File: src/inc/misc_instr_pkg.sv
// Package with opcodes, register map and carried types for the misc instruction decoder.
package misc_instr_pkg;

  localparam int          INSTR_W = 10;
  localparam int          ACC_W   = 4;

  localparam logic [9:0]  OP_WATCHDOG_DISABLE  = 10'h29C;
  localparam logic [9:0]  OP_INTERRUPT_ENABLE  = 10'h054;
  localparam logic [9:0]  OP_POWERDOWN_ARM     = 10'h05B;
  localparam logic [9:0]  OP_PORT0_INPUT       = 10'h260;
  // Opcodes of the restart and power-down instructions are not known here; defaults are arbitrary.
  localparam logic [9:0]  OP_WATCHDOG_RESTART_DEFAULT = 10'h3FE;
  localparam logic [9:0]  OP_POWERDOWN_DEFAULT        = 10'h3FD;
  localparam logic [9:0]  OP_NOP                      = 10'h000;

  localparam logic [31:0] ADDR_STATUS = 32'h0000_0000;
  localparam logic [31:0] ADDR_INSTR  = 32'h0000_0004;
  localparam logic [31:0] ADDR_EVENTS = 32'h0000_0008;

  localparam int          STATUS_ACC_LSB        = 0;
  localparam int          STATUS_INTERRUPT_ENABLE_FLAG_BIT       = 4;
  localparam int          STATUS_ACCEPT_BIT     = 5;
  localparam int          STATUS_WDT_ARMED_BIT  = 6;
  localparam int          STATUS_WDT_STOP_BIT   = 7;
  localparam int          STATUS_PD_VALID_BIT   = 8;
  localparam int          STATUS_PENDING_BIT    = 9;

  localparam logic [3:0]  ACC_RESET   = 4'h0;
  localparam logic [31:0] PRDATA_IDLE = 32'h0000_0000;

  typedef struct packed {
    logic              pending;
    logic              powerdown_valid;
    logic              watchdog_stopped;
    logic              watchdog_stop_armed;
    logic              interrupts_accepted;
    logic              interrupt_enable_flag;
    logic [ACC_W-1:0]  accumulator;
  } core_state_t;

  typedef struct packed {
    logic              powerdown_count_hit;
    logic              powerdown_nop;
  } pd_events_t;

endpackage : misc_instr_pkg

File: src/core/misc_control_instr_decode.sv
// Decoder and executor of six miscellaneous single-cycle instructions with an APB register port.
`timescale 1ns/1ps
// Summary of operation
// - Word 0x29C decodes as watchdog disable; one word, one cycle, no carry, no skip.
// - Watchdog disable arms the stop; the stop happens at the next watchdog restart.
// - Interrupt enable instruction sets the interrupt enable flag to one.
// - Interrupts are accepted only one machine cycle after the enable instruction.
// - Word 0x05B arms power-down; only an immediately following power-down is valid.
// - Word 0x260 copies port zero input levels into the accumulator in one cycle.
module misc_control_instr_decode
  import misc_instr_pkg::*;
#(
  parameter logic [9:0] OP_WATCHDOG_RESTART = misc_instr_pkg::OP_WATCHDOG_RESTART_DEFAULT,
  parameter logic [9:0] OP_POWERDOWN        = misc_instr_pkg::OP_POWERDOWN_DEFAULT
) (
  input  wire logic                              pclk,
  input  wire logic                              presetn,
  input  wire logic                              psel,
  input  wire logic                              penable,
  input  wire logic                              pwrite,
  input  wire logic [31:0]                       paddr,
  input  wire logic [31:0]                       pwdata,
  output logic      [31:0]                       prdata,
  output logic                                   pready,
  output logic                                   pslverr,
  input  wire logic [misc_instr_pkg::INSTR_W-1:0] instr_word,
  input  wire logic                              instr_valid,
  input  wire logic [misc_instr_pkg::ACC_W-1:0]   input_port_zero,
  output misc_instr_pkg::core_state_t            core_state,
  output logic                                   powerdown_req
);
  import misc_instr_pkg::*;

  typedef enum logic [1:0] {APB_IDLE, APB_ANSWER} apb_state_t;

  apb_state_t          apb_state;
  logic [ACC_W-1:0]    port_meta;
  logic [ACC_W-1:0]    port_sync;
  logic [INSTR_W-1:0]  soft_instr;
  logic                soft_pending;
  logic                exec_valid;
  logic [INSTR_W-1:0]  exec_word;
  logic                write_hit;
  logic                instr_write;
  logic                events_clear;
  pd_events_t          events;
  logic                do_port_load;
  logic                do_int_enable;
  logic                do_wdt_disable;
  logic                do_wdt_restart;
  logic                do_pd_arm;
  logic                do_powerdown;

  function automatic logic addr_mapped(input logic [31:0] addr);
    addr_mapped = (addr == ADDR_STATUS) || (addr == ADDR_INSTR) || (addr == ADDR_EVENTS);
  endfunction : addr_mapped

  // One decode point per opcode keeps the executing blocks below in step with each other.
  function automatic logic op_hit(input logic valid, input logic [INSTR_W-1:0] word,
                                  input logic [INSTR_W-1:0] op);
    op_hit = valid && (word == op);
  endfunction : op_hit

  // Hardware instructions take the machine cycle; a software instruction waits for a free one.
  always_comb begin
    exec_valid = instr_valid | soft_pending;
    exec_word  = instr_valid ? instr_word : soft_instr;
  end

  // Unknown opcodes hit none of these and so pass as no-operations.
  always_comb begin
    do_port_load   = op_hit(exec_valid, exec_word, OP_PORT0_INPUT);
    do_int_enable  = op_hit(exec_valid, exec_word, OP_INTERRUPT_ENABLE);
    do_wdt_disable = op_hit(exec_valid, exec_word, OP_WATCHDOG_DISABLE);
    do_wdt_restart = op_hit(exec_valid, exec_word, OP_WATCHDOG_RESTART);
    do_pd_arm      = op_hit(exec_valid, exec_word, OP_POWERDOWN_ARM);
    do_powerdown   = op_hit(exec_valid, exec_word, OP_POWERDOWN);
  end

  assign write_hit    = psel & penable & pready & pwrite & ~pslverr;
  assign instr_write  = write_hit & (paddr == ADDR_INSTR);
  assign events_clear = write_hit & (paddr == ADDR_EVENTS);

  // The port pins are asynchronous to the core clock.
  always_ff @(posedge pclk or negedge presetn) begin
    if (!presetn) begin
      port_meta <= ACC_RESET;
      port_sync <= ACC_RESET;
    end else begin
      port_meta <= input_port_zero;
      port_sync <= port_meta;
    end
  end

  always_ff @(posedge pclk or negedge presetn) begin
    if (!presetn) begin
      soft_instr   <= OP_NOP;
      soft_pending <= 1'b0;
    end else if (instr_write) begin
      soft_instr   <= pwdata[INSTR_W-1:0];
      soft_pending <= 1'b1;
    end else if (soft_pending && !instr_valid) begin
      soft_pending <= 1'b0;
    end
  end

  always_ff @(posedge pclk or negedge presetn) begin
    if (!presetn) begin
      core_state.accumulator <= ACC_RESET;
    end else if (do_port_load) begin
      core_state.accumulator <= port_sync;
    end
  end

  // The flag is set at once, but acceptance follows only at the next machine cycle.
  always_ff @(posedge pclk or negedge presetn) begin
    if (!presetn) begin
      core_state.interrupt_enable_flag <= 1'b0;
      core_state.interrupts_accepted   <= 1'b0;
    end else if (exec_valid) begin
      core_state.interrupts_accepted <= core_state.interrupt_enable_flag;
      if (do_int_enable) begin
        core_state.interrupt_enable_flag <= 1'b1;
      end
    end
  end

  always_ff @(posedge pclk or negedge presetn) begin
    if (!presetn) begin
      core_state.watchdog_stop_armed <= 1'b0;
      core_state.watchdog_stopped    <= 1'b0;
    end else if (exec_valid) begin
      if (do_wdt_disable) begin
        core_state.watchdog_stop_armed <= 1'b1;
      end else if (do_wdt_restart && core_state.watchdog_stop_armed) begin
        core_state.watchdog_stopped    <= 1'b1;
        core_state.watchdog_stop_armed <= 1'b0;
      end
    end
  end

  // The qualifier lives for exactly one instruction, so any instruction in between voids it; idle cycles do not.
  always_ff @(posedge pclk or negedge presetn) begin
    if (!presetn) begin
      core_state.powerdown_valid <= 1'b0;
      powerdown_req              <= 1'b0;
    end else begin
      powerdown_req <= 1'b0;
      if (exec_valid) begin
        core_state.powerdown_valid <= do_pd_arm;
        if (do_powerdown && core_state.powerdown_valid) begin
          powerdown_req <= 1'b1;
        end
      end
    end
  end

  always_ff @(posedge pclk or negedge presetn) begin
    if (!presetn) begin
      core_state.pending <= 1'b0;
    end else begin
      core_state.pending <= soft_pending;
    end
  end

  // Sticky event bits; a new event in the clearing cycle survives the clear.
  always_ff @(posedge pclk or negedge presetn) begin
    if (!presetn) begin
      events <= '0;
    end else begin
      if (events_clear) begin
        events <= events & ~pd_events_t'(pwdata[1:0]);
      end
      if (do_powerdown) begin
        if (core_state.powerdown_valid) begin
          events.powerdown_count_hit <= 1'b1;
        end else begin
          events.powerdown_nop <= 1'b1;
        end
      end
    end
  end

  // Read data and the answer are registered in the setup cycle, so every access has no wait.
  always_ff @(posedge pclk or negedge presetn) begin
    if (!presetn) begin
      apb_state <= APB_IDLE;
      pready    <= 1'b0;
      pslverr   <= 1'b0;
      prdata    <= PRDATA_IDLE;
    end else begin
      case (apb_state)
        APB_IDLE: begin
          pready  <= 1'b0;
          pslverr <= 1'b0;
          prdata  <= PRDATA_IDLE;
          if (psel && !penable) begin
            apb_state <= APB_ANSWER;
            pready    <= 1'b1;
            pslverr   <= ~addr_mapped(paddr);
            if (!pwrite && paddr == ADDR_STATUS) begin
              prdata <= {22'h0, core_state};
            end else if (!pwrite && paddr == ADDR_EVENTS) begin
              prdata <= {30'h0, events};
            end
          end
        end
        APB_ANSWER: begin
          apb_state <= APB_IDLE;
          pready    <= 1'b0;
          pslverr   <= 1'b0;
          prdata    <= PRDATA_IDLE;
        end
        default: begin
          apb_state <= APB_IDLE;
          pready    <= 1'b0;
        end
      endcase
    end
  end

endmodule : misc_control_instr_decode

File: config.mk
export PLATFORM = sky130hd
export DESIGN_NAME = misc_control_instr_decode
export DESIGN_NICKNAME = d
export VERILOG_FILES = /design/src/inc/misc_instr_pkg.sv /design/src/core/misc_control_instr_decode.sv
export SDC_FILE = /design/constraint.sdc
export NUM_CORES = 1
export LEC_CHECK = 0
export BUFFER_PORTS_ARGS = -buffer_cell sky130_fd_sc_hd__buf_2
export CELL_PAD_IN_SITES_DETAIL_PLACEMENT = 1
export CELL_PAD_IN_SITES_GLOBAL_PLACEMENT = 1
export CORE_MARGIN = 3
export CORE_UTILIZATION = 32
export DETAILED_ROUTE_END_ITERATION = 6
export GPL_ROUTABILITY_DRIVEN = 0
export PLACE_DENSITY = 0.77
export SLEW_MARGIN = 20
export SYNTH_ARGS = -nofsm -noshare
export SYNTH_HDL_FRONTEND = slang
export SYNTH_SLANG_ARGS = --single-unit
File: constraint.sdc
create_clock -name pclk -period 2.1 [get_ports pclk]
set_clock_uncertainty 0.05 [all_clocks]
set_input_delay 0.105 -clock pclk [delete_from_list [all_inputs] [get_ports pclk]]
set_output_delay 0.105 -clock pclk [all_outputs]
set_load 0.02 [all_outputs]
==> flow_summary.toml, run 1 <==
[route]
routed_wirelength_um = 5560
vias = 1777
post_drt_wl_per_cell_um = 15.1
detail_route.first_pass.iterations = 4
dr.first_iter.drc_count = 14
drc = 0
drt-vias-per-instance = 4.84
ant_nets = 0

[status]
outcome = "finished, final reports clean"

[setup_path]
setup.worst_path.start_class = "input pin"
crit_family = "buffers and inverters"
worst_ep_required_time_ns = 2.24
cp_max_fo = 11
worst_path_largest_cell_delay_ns = 0.53
cp.buffers_inverters = 3
critical_path_startpoint = "penable"
critPathSlowestCell = "sky130_fd_sc_hd__dlygate4sd3_1"
path_class = "in -> reg"
reg2reg_from = "soft_instr[0]"
worstPathArrival_ns = 2.03
cp_cell_sequence = "dlygate4sd3_1 -> buf_2 -> nand4_1 -> or2_2 -> nor4_4 -> buf_4 -> mux2_2"
setup.worst_path.end_class = "flop"

[clock_network]
worst_skew_pair.late_latency_ns = 0.30
cts_resized = 0
cts.htree.levels = 2
post_cts_buffers = 0
ctsHoldBuffers = 15
numCtsBuffers = 5
clockBufferDepth = 2
clock_sinks = 45
clock_tree_from_tritoncts = "yes"
cts.root.buffer_cell = "sky130_fd_sc_hd__clkbuf_8"
cts.reportedPaths.clkPinSlew_ns = 0.09

[timing]
maxSlewViolCount = 0
setup_repair_after_global_routing_missed_its_margin = "no"
achievable-frequency_ghz = 0.529
fin_tns_setup_ns = 0
final.setup.worst_slack_ns = 0.210
layout_worst_path_cycle_share = 0.900
holdWs_ns = 0.0251
timing_worst_slew_pin_value_ns = 0.663
hold_violations = 0
timing.final.setup_violations = 0
timing.max_slew.rel_slack = 0.557
final_period_minus_worst_setup_slack_ns = 1.89

[yosys]
post_synth_num_cell_types = 49
synth.area.top_cells = "sky130_fd_sc_hd__dfrtp_1 (51%), sky130_fd_sc_hd__buf_4 (7.5%), sky130_fd_sc_hd__mux2_4 (6.2%)"
synth.top_cells.by_count = "sky130_fd_sc_hd__dfrtp_1 (45), sky130_fd_sc_hd__buf_4 (22), sky130_fd_sc_hd__mux2_4 (9)"
yosysTopAreaCell = "sky130_fd_sc_hd__dfrtp_1"
netlist_area_um2 = 2190
synth_top_area_share = 0.513
synth_most_common_cell = "sky130_fd_sc_hd__dfrtp_1"
post_synth_inst_count = 184
synthesis.yosys.warnings = 0
syn_avg_cell_area_um2 = 11.9
postSynthRegisterBits = 45
synth_edf_count = 0
most_used_flip_flop_cell_after_synthesis = "sky130_fd_sc_hd__dfrtp_1"
synth_async_sr_flop_share = 1.00
synth.yosys.seq_area_share = 0.513

[die]
core_um2 = 6490
die_x_um = 88.8
io-pin-count = 129
initial_core_util = 0.338
core.rowCount = 29
dieHeight_um = 88.8
die_area_um2 = 7890

[grt]
maximum_number_of_pins_on_one_net_before_global_route_repair = 46
number_of_antenna_violations_at_the_first_check_in_global_routing = 0
global_route.usage.total = 0.143
first_global_vias = 1862
grt_pass1_wl_um = 8480
grt-ovfl-total = 0

[cells_and_area]
final.fill_count = 735
final_cell_count_no_fill = 367
insertedDiodeCount = 0
utilization = 0.444
drive_above_1_share = 0.414
final_nets = 373
area_delta_synth_final_pct = 31.4

[power_and_ir_drop]
leakage_nw = 1.48
ir_drop_mv = 0.254
power_density_nw_per_um2 = 571

[min_path]
hold_path.startpoint = "psel"
hold_path.class = "in -> reg"

[flow_run]
drv_cap = 0

[placement]
dpl.cell_count = 344
pre_cts_ws_ns = 0.132
place_hpwl_um = 4330
place.port_buffers = 84
cells by family (layout without fill, tap and decap cells):
family,Yosys count,after routing,synth area share
simple gates,70,70,0.218
other cells,1,22,0.00171
flops,45,45,0.513
mux,17,17,0.101
buf+inv,30,115,0.0929
compound gates,21,21,0.0730
layer usage:
metal | routed length [um] | share of wire | vias up | GRT usage
li1 | - | - | 840 | -
met4 | 92 | 0.017 | 0 | 0.0398
met3 | 395 | 0.071 | 9 | 0.0382
met5 | 0 | 0 | - | 0
met1 | 2240 | 0.40 | 859 | 0.158
met2 | 2830 | 0.51 | 69 | 0.265
cell usage in the layout (no fill, tap or decap), drive strengths merged, types with 6 or more instances in the layout:
cell	n
inv	6
mux2	15
nand2	8
buf	87
conb	22
nor4	12
and2	8
dlygate4sd3	15
nor2	8
dfrtp	45
sequential cells by signal (all words and copies together) (netlist names):
signal         count
powerdown_req      1
soft_instr        10
core_state        10
apb_state          1
events             2
pslverr            1
port_meta          4
port_sync          4
prdata            10
soft_pending       1
pready             1
path summary, 6_finish.rpt:
path                       cells past startpoint            end  slack, ns
min                                            2   apb_state[0]       0.03
min reg2reg                                    0   port_sync[1]       0.30
max                                            7  soft_instr[9]       0.21
max in group asynchronous                      3  core_state[6]       1.52
min in group asynchronous                      3      prdata[0]       0.27
max reg2reg                                    3  core_state[3]       0.25
per-stage QoR:
stage	cell area [um^2]	total power, mW
after floorplan	2270	1.01
after global routing	2880	1.73
after detailed placement	2640	1.08
after CTS	2880	1.68
after global placement	2640	1.08
final	2880	1.65
where the power goes:
part           leakage, nW  switching (mW)  total [mW]  internal, mW
clock               0.0447           0.320       0.561         0.241
combinational        0.832           0.116       0.202        0.0860
sequential           0.602         0.00549       0.885         0.879
total                 1.48           0.442        1.65          1.21
final cells by class:
cell class                 instances  area [um^2]  share of cell area
sequential                        45         1130               0.390
multi-input combinational        130          943               0.327
timing repair buffer             102          606               0.210
tap                               77         96.3              0.0334
clock buffer                       5         68.8              0.0239
clock inverter                     3         25.0             0.00868
inverter                           5         18.8             0.00651
No activity file was read; power rests on OpenSTA's default activity.
==> inputs of run 2 (changes only) <==
--- a/config.mk
+++ b/config.mk
@@ -5,11 +5,12 @@
 export SDC_FILE = /design/constraint.sdc
 export NUM_CORES = 1
 export LEC_CHECK = 0
+export ABC_AREA = 1
 export BUFFER_PORTS_ARGS = -buffer_cell sky130_fd_sc_hd__buf_2
 export CELL_PAD_IN_SITES_DETAIL_PLACEMENT = 1
 export CELL_PAD_IN_SITES_GLOBAL_PLACEMENT = 1
 export CORE_MARGIN = 3
-export CORE_UTILIZATION = 32
+export CORE_UTILIZATION = 30
 export DETAILED_ROUTE_END_ITERATION = 6
 export GPL_ROUTABILITY_DRIVEN = 0
 export PLACE_DENSITY = 0.77
==> flow_summary.toml, run 2 <==
[placement]
pre_cts_ws_ns = 0.579
place_hpwl_um = 4910
dpl.cell_count = 486
place.port_buffers = 84
placement.cell_area_um2 = 2770

[route]
detail_route.first_pass.iterations = 4
dr.first_iter.drc_count = 46
post_drt_wl_per_cell_um = 11.7
drt-vias-per-instance = 4.27
ant_nets = 0
vias = 2166
routed_wirelength_um = 5960
drc = 0

[setup_path]
setup.worst_path.start_class = "flop"
path_class = "reg -> reg"
worst_ep_required_time_ns = 2.24
setup.worst_path.end_class = "flop"
cp_max_fo = 14
worstPathArrival_ns = 1.62

[yosys]
synth_xor_xnor_area_share = 0
post_synth_num_cell_types = 23
synth_compound_gate_area_share = 0.0357
synthAdderAreaFrac = 0
synthesis.yosys.warnings = 0
synth_top_area_share = 0.487
synth.area.top_cells = "sky130_fd_sc_hd__dfrtp_1 (49%), sky130_fd_sc_hd__nand2_1 (14%), sky130_fd_sc_hd__buf_4 (7.1%)"
netlist_area_um2 = 2310
synth.yosys.seq_area_share = 0.487
syn_avg_cell_area_um2 = 7.60
synth.mux.area_fraction = 0
synth_edf_count = 0
yosysTopAreaCell = "sky130_fd_sc_hd__dfrtp_1"
post_synth_inst_count = 304
most_used_flip_flop_cell_after_synthesis = "sky130_fd_sc_hd__dfrtp_1"
synth_most_common_cell = "sky130_fd_sc_hd__nand2_1"
postSynthRegisterBits = 45
synth.top_cells.by_count = "sky130_fd_sc_hd__nand2_1 (89), sky130_fd_sc_hd__dfrtp_1 (45), sky130_fd_sc_hd__nor2_1 (43)"
main_combinational_cell_family_by_area_after_synthesis = "simple AND/OR/NAND/NOR gates"
synth_async_sr_flop_share = 1.00
synthSimpleGateAreaFrac = 0.326

[die]
die_area_um2 = 8790
io-pin-count = 129
dieHeight_um = 93.8
die_x_um = 93.8
initial_core_util = 0.314
core.rowCount = 31
core_um2 = 7370

[status]
outcome = "finished, final reports clean"

[clock_network]
numCtsBuffers = 5
worst_skew_pair.late_latency_ns = 0.30
post_cts_buffers = 0
cts.htree.levels = 2
cts.reportedPaths.clkPinSlew_ns = 0.08
cts.root.buffer_cell = "sky130_fd_sc_hd__clkbuf_8"
cts_resized = 0
ctsHoldBuffers = 13
clockBufferDepth = 2
clock_sinks = 45
clock_tree_from_tritoncts = "yes"

[grt]
global_route.usage.total = 0.144
maximum_number_of_pins_on_one_net_before_global_route_repair = 18
grt_pass1_wl_um = 9910
grt-ovfl-total = 0
first_global_vias = 2262
number_of_antenna_violations_at_the_first_check_in_global_routing = 0

[flow_run]
drv_cap = 0

[cells_and_area]
reg.largest.list = "core_state (10), prdata (10), soft_instr (10)"
final.fill_count = 971
area_delta_synth_final_pct = 30.7
utilization = 0.410
mostFrequentLayoutCells = "sky130_fd_sc_hd__nand2_1 (89), sky130_fd_sc_hd__buf_2 (84), sky130_fd_sc_hd__dfrtp_1 (45), sky130_fd_sc_hd__nor2_1 (43), sky130_fd_sc_hd__inv_1 (39)"
stdcell_area_um2 = 3020
insertedDiodeCount = 0
final_nets = 491
drive_above_1_share = 0.262
final_cell_count_no_fill = 507
final_common_cell = "sky130_fd_sc_hd__nand2_1"

[timing]
final.setup.worst_slack_ns = 0.611
layout_worst_path_cycle_share = 0.709
maxSlewViolCount = 0
achievable-frequency_ghz = 0.672
fin_tns_setup_ns = 0
holdWs_ns = 0.00925
setup_repair_after_global_routing_missed_its_margin = "no"
final_period_minus_worst_setup_slack_ns = 1.49
hold_violations = 0
timing.final.setup_violations = 0

[power_and_ir_drop]
totalPowerFinal_mw = 1.79
ir_drop_mv = 0.346
leakage_nw = 1.71
power_density_nw_per_um2 = 592

[min_path]
hold_path.class = "in -> reg"
run 2: cell count changes in the layout (fill, tap and decap cells not counted), moves of 6 or more:
cell / change
sky130_fd_sc_hd__nor4_1: -8
sky130_fd_sc_hd__and2_1: -7
sky130_fd_sc_hd__nand2_1: +81
sky130_fd_sc_hd__nor2_1: +35
sky130_fd_sc_hd__inv_1: +34
sky130_fd_sc_hd__nor3_1: +10
sky130_fd_sc_hd__nand3_1: +19
sky130_fd_sc_hd__mux2_4: -9
sky130_fd_sc_hd__mux2_2: -6
run 2: worst paths after layout:
check                              from            end  slack (ns)  depth (start not counted)
max in group asynchronous       presetn   port_sync[3]        1.28                          3
hold / removal                     psel   apb_state[0]       0.009                          3
hold reg to reg            port_meta[1]   port_sync[1]        0.30                          0
setup reg to reg                 pready  soft_instr[1]        0.61                          6
min in group asynchronous       presetn      prdata[6]        0.19                          2
setup / recovery                 pready  soft_instr[1]        0.61                          6
run 2: layout make-up:
type,count,area (um^2),share of cell area
repair buffers,101,581,0.192
inverters,41,154,0.0510
multi-input cells,213,920,0.304
clock buffers,7,86.3,0.0286
clock inverters,1,30.0,0.00994
well taps,99,124,0.0410
flip-flops and latches,45,1130,0.373
run 2: cells by family after synthesis:
family,count (synthesis)
buffers and inverters,67
and+or+nand+nor,176
AOI/OAI and AO/OA,15
other,1
DFF,45
run 2: worst max-delay path, cell delays in order (launching register included):
cell and delay (ns):
sky130_fd_sc_hd__dfrtp_1 0.36, sky130_fd_sc_hd__nand3_1 0.08, sky130_fd_sc_hd__nor3_1 0.16, sky130_fd_sc_hd__buf_4 0.25
sky130_fd_sc_hd__nand2_1 0.28, sky130_fd_sc_hd__nand2_1 0.13, sky130_fd_sc_hd__nand2_1 0.06
run 2: layer usage:
layer | global-route usage | share of wire | up-vias
met5 | 0 | 0 | -
met4 | 0.0481 | 0.016 | 0
met3 | 0.0248 | 0.046 | 8
met2 | 0.267 | 0.52 | 56
met1 | 0.165 | 0.42 | 1006
li1 | - | - | 1096
run 2: power by group:
group	internal, mW	switching [mW]	total, mW
clock	0.388	0.280	0.668
combinational	0.0873	0.144	0.232
sequential	0.881	0.00819	0.889
total	1.36	0.433	1.79
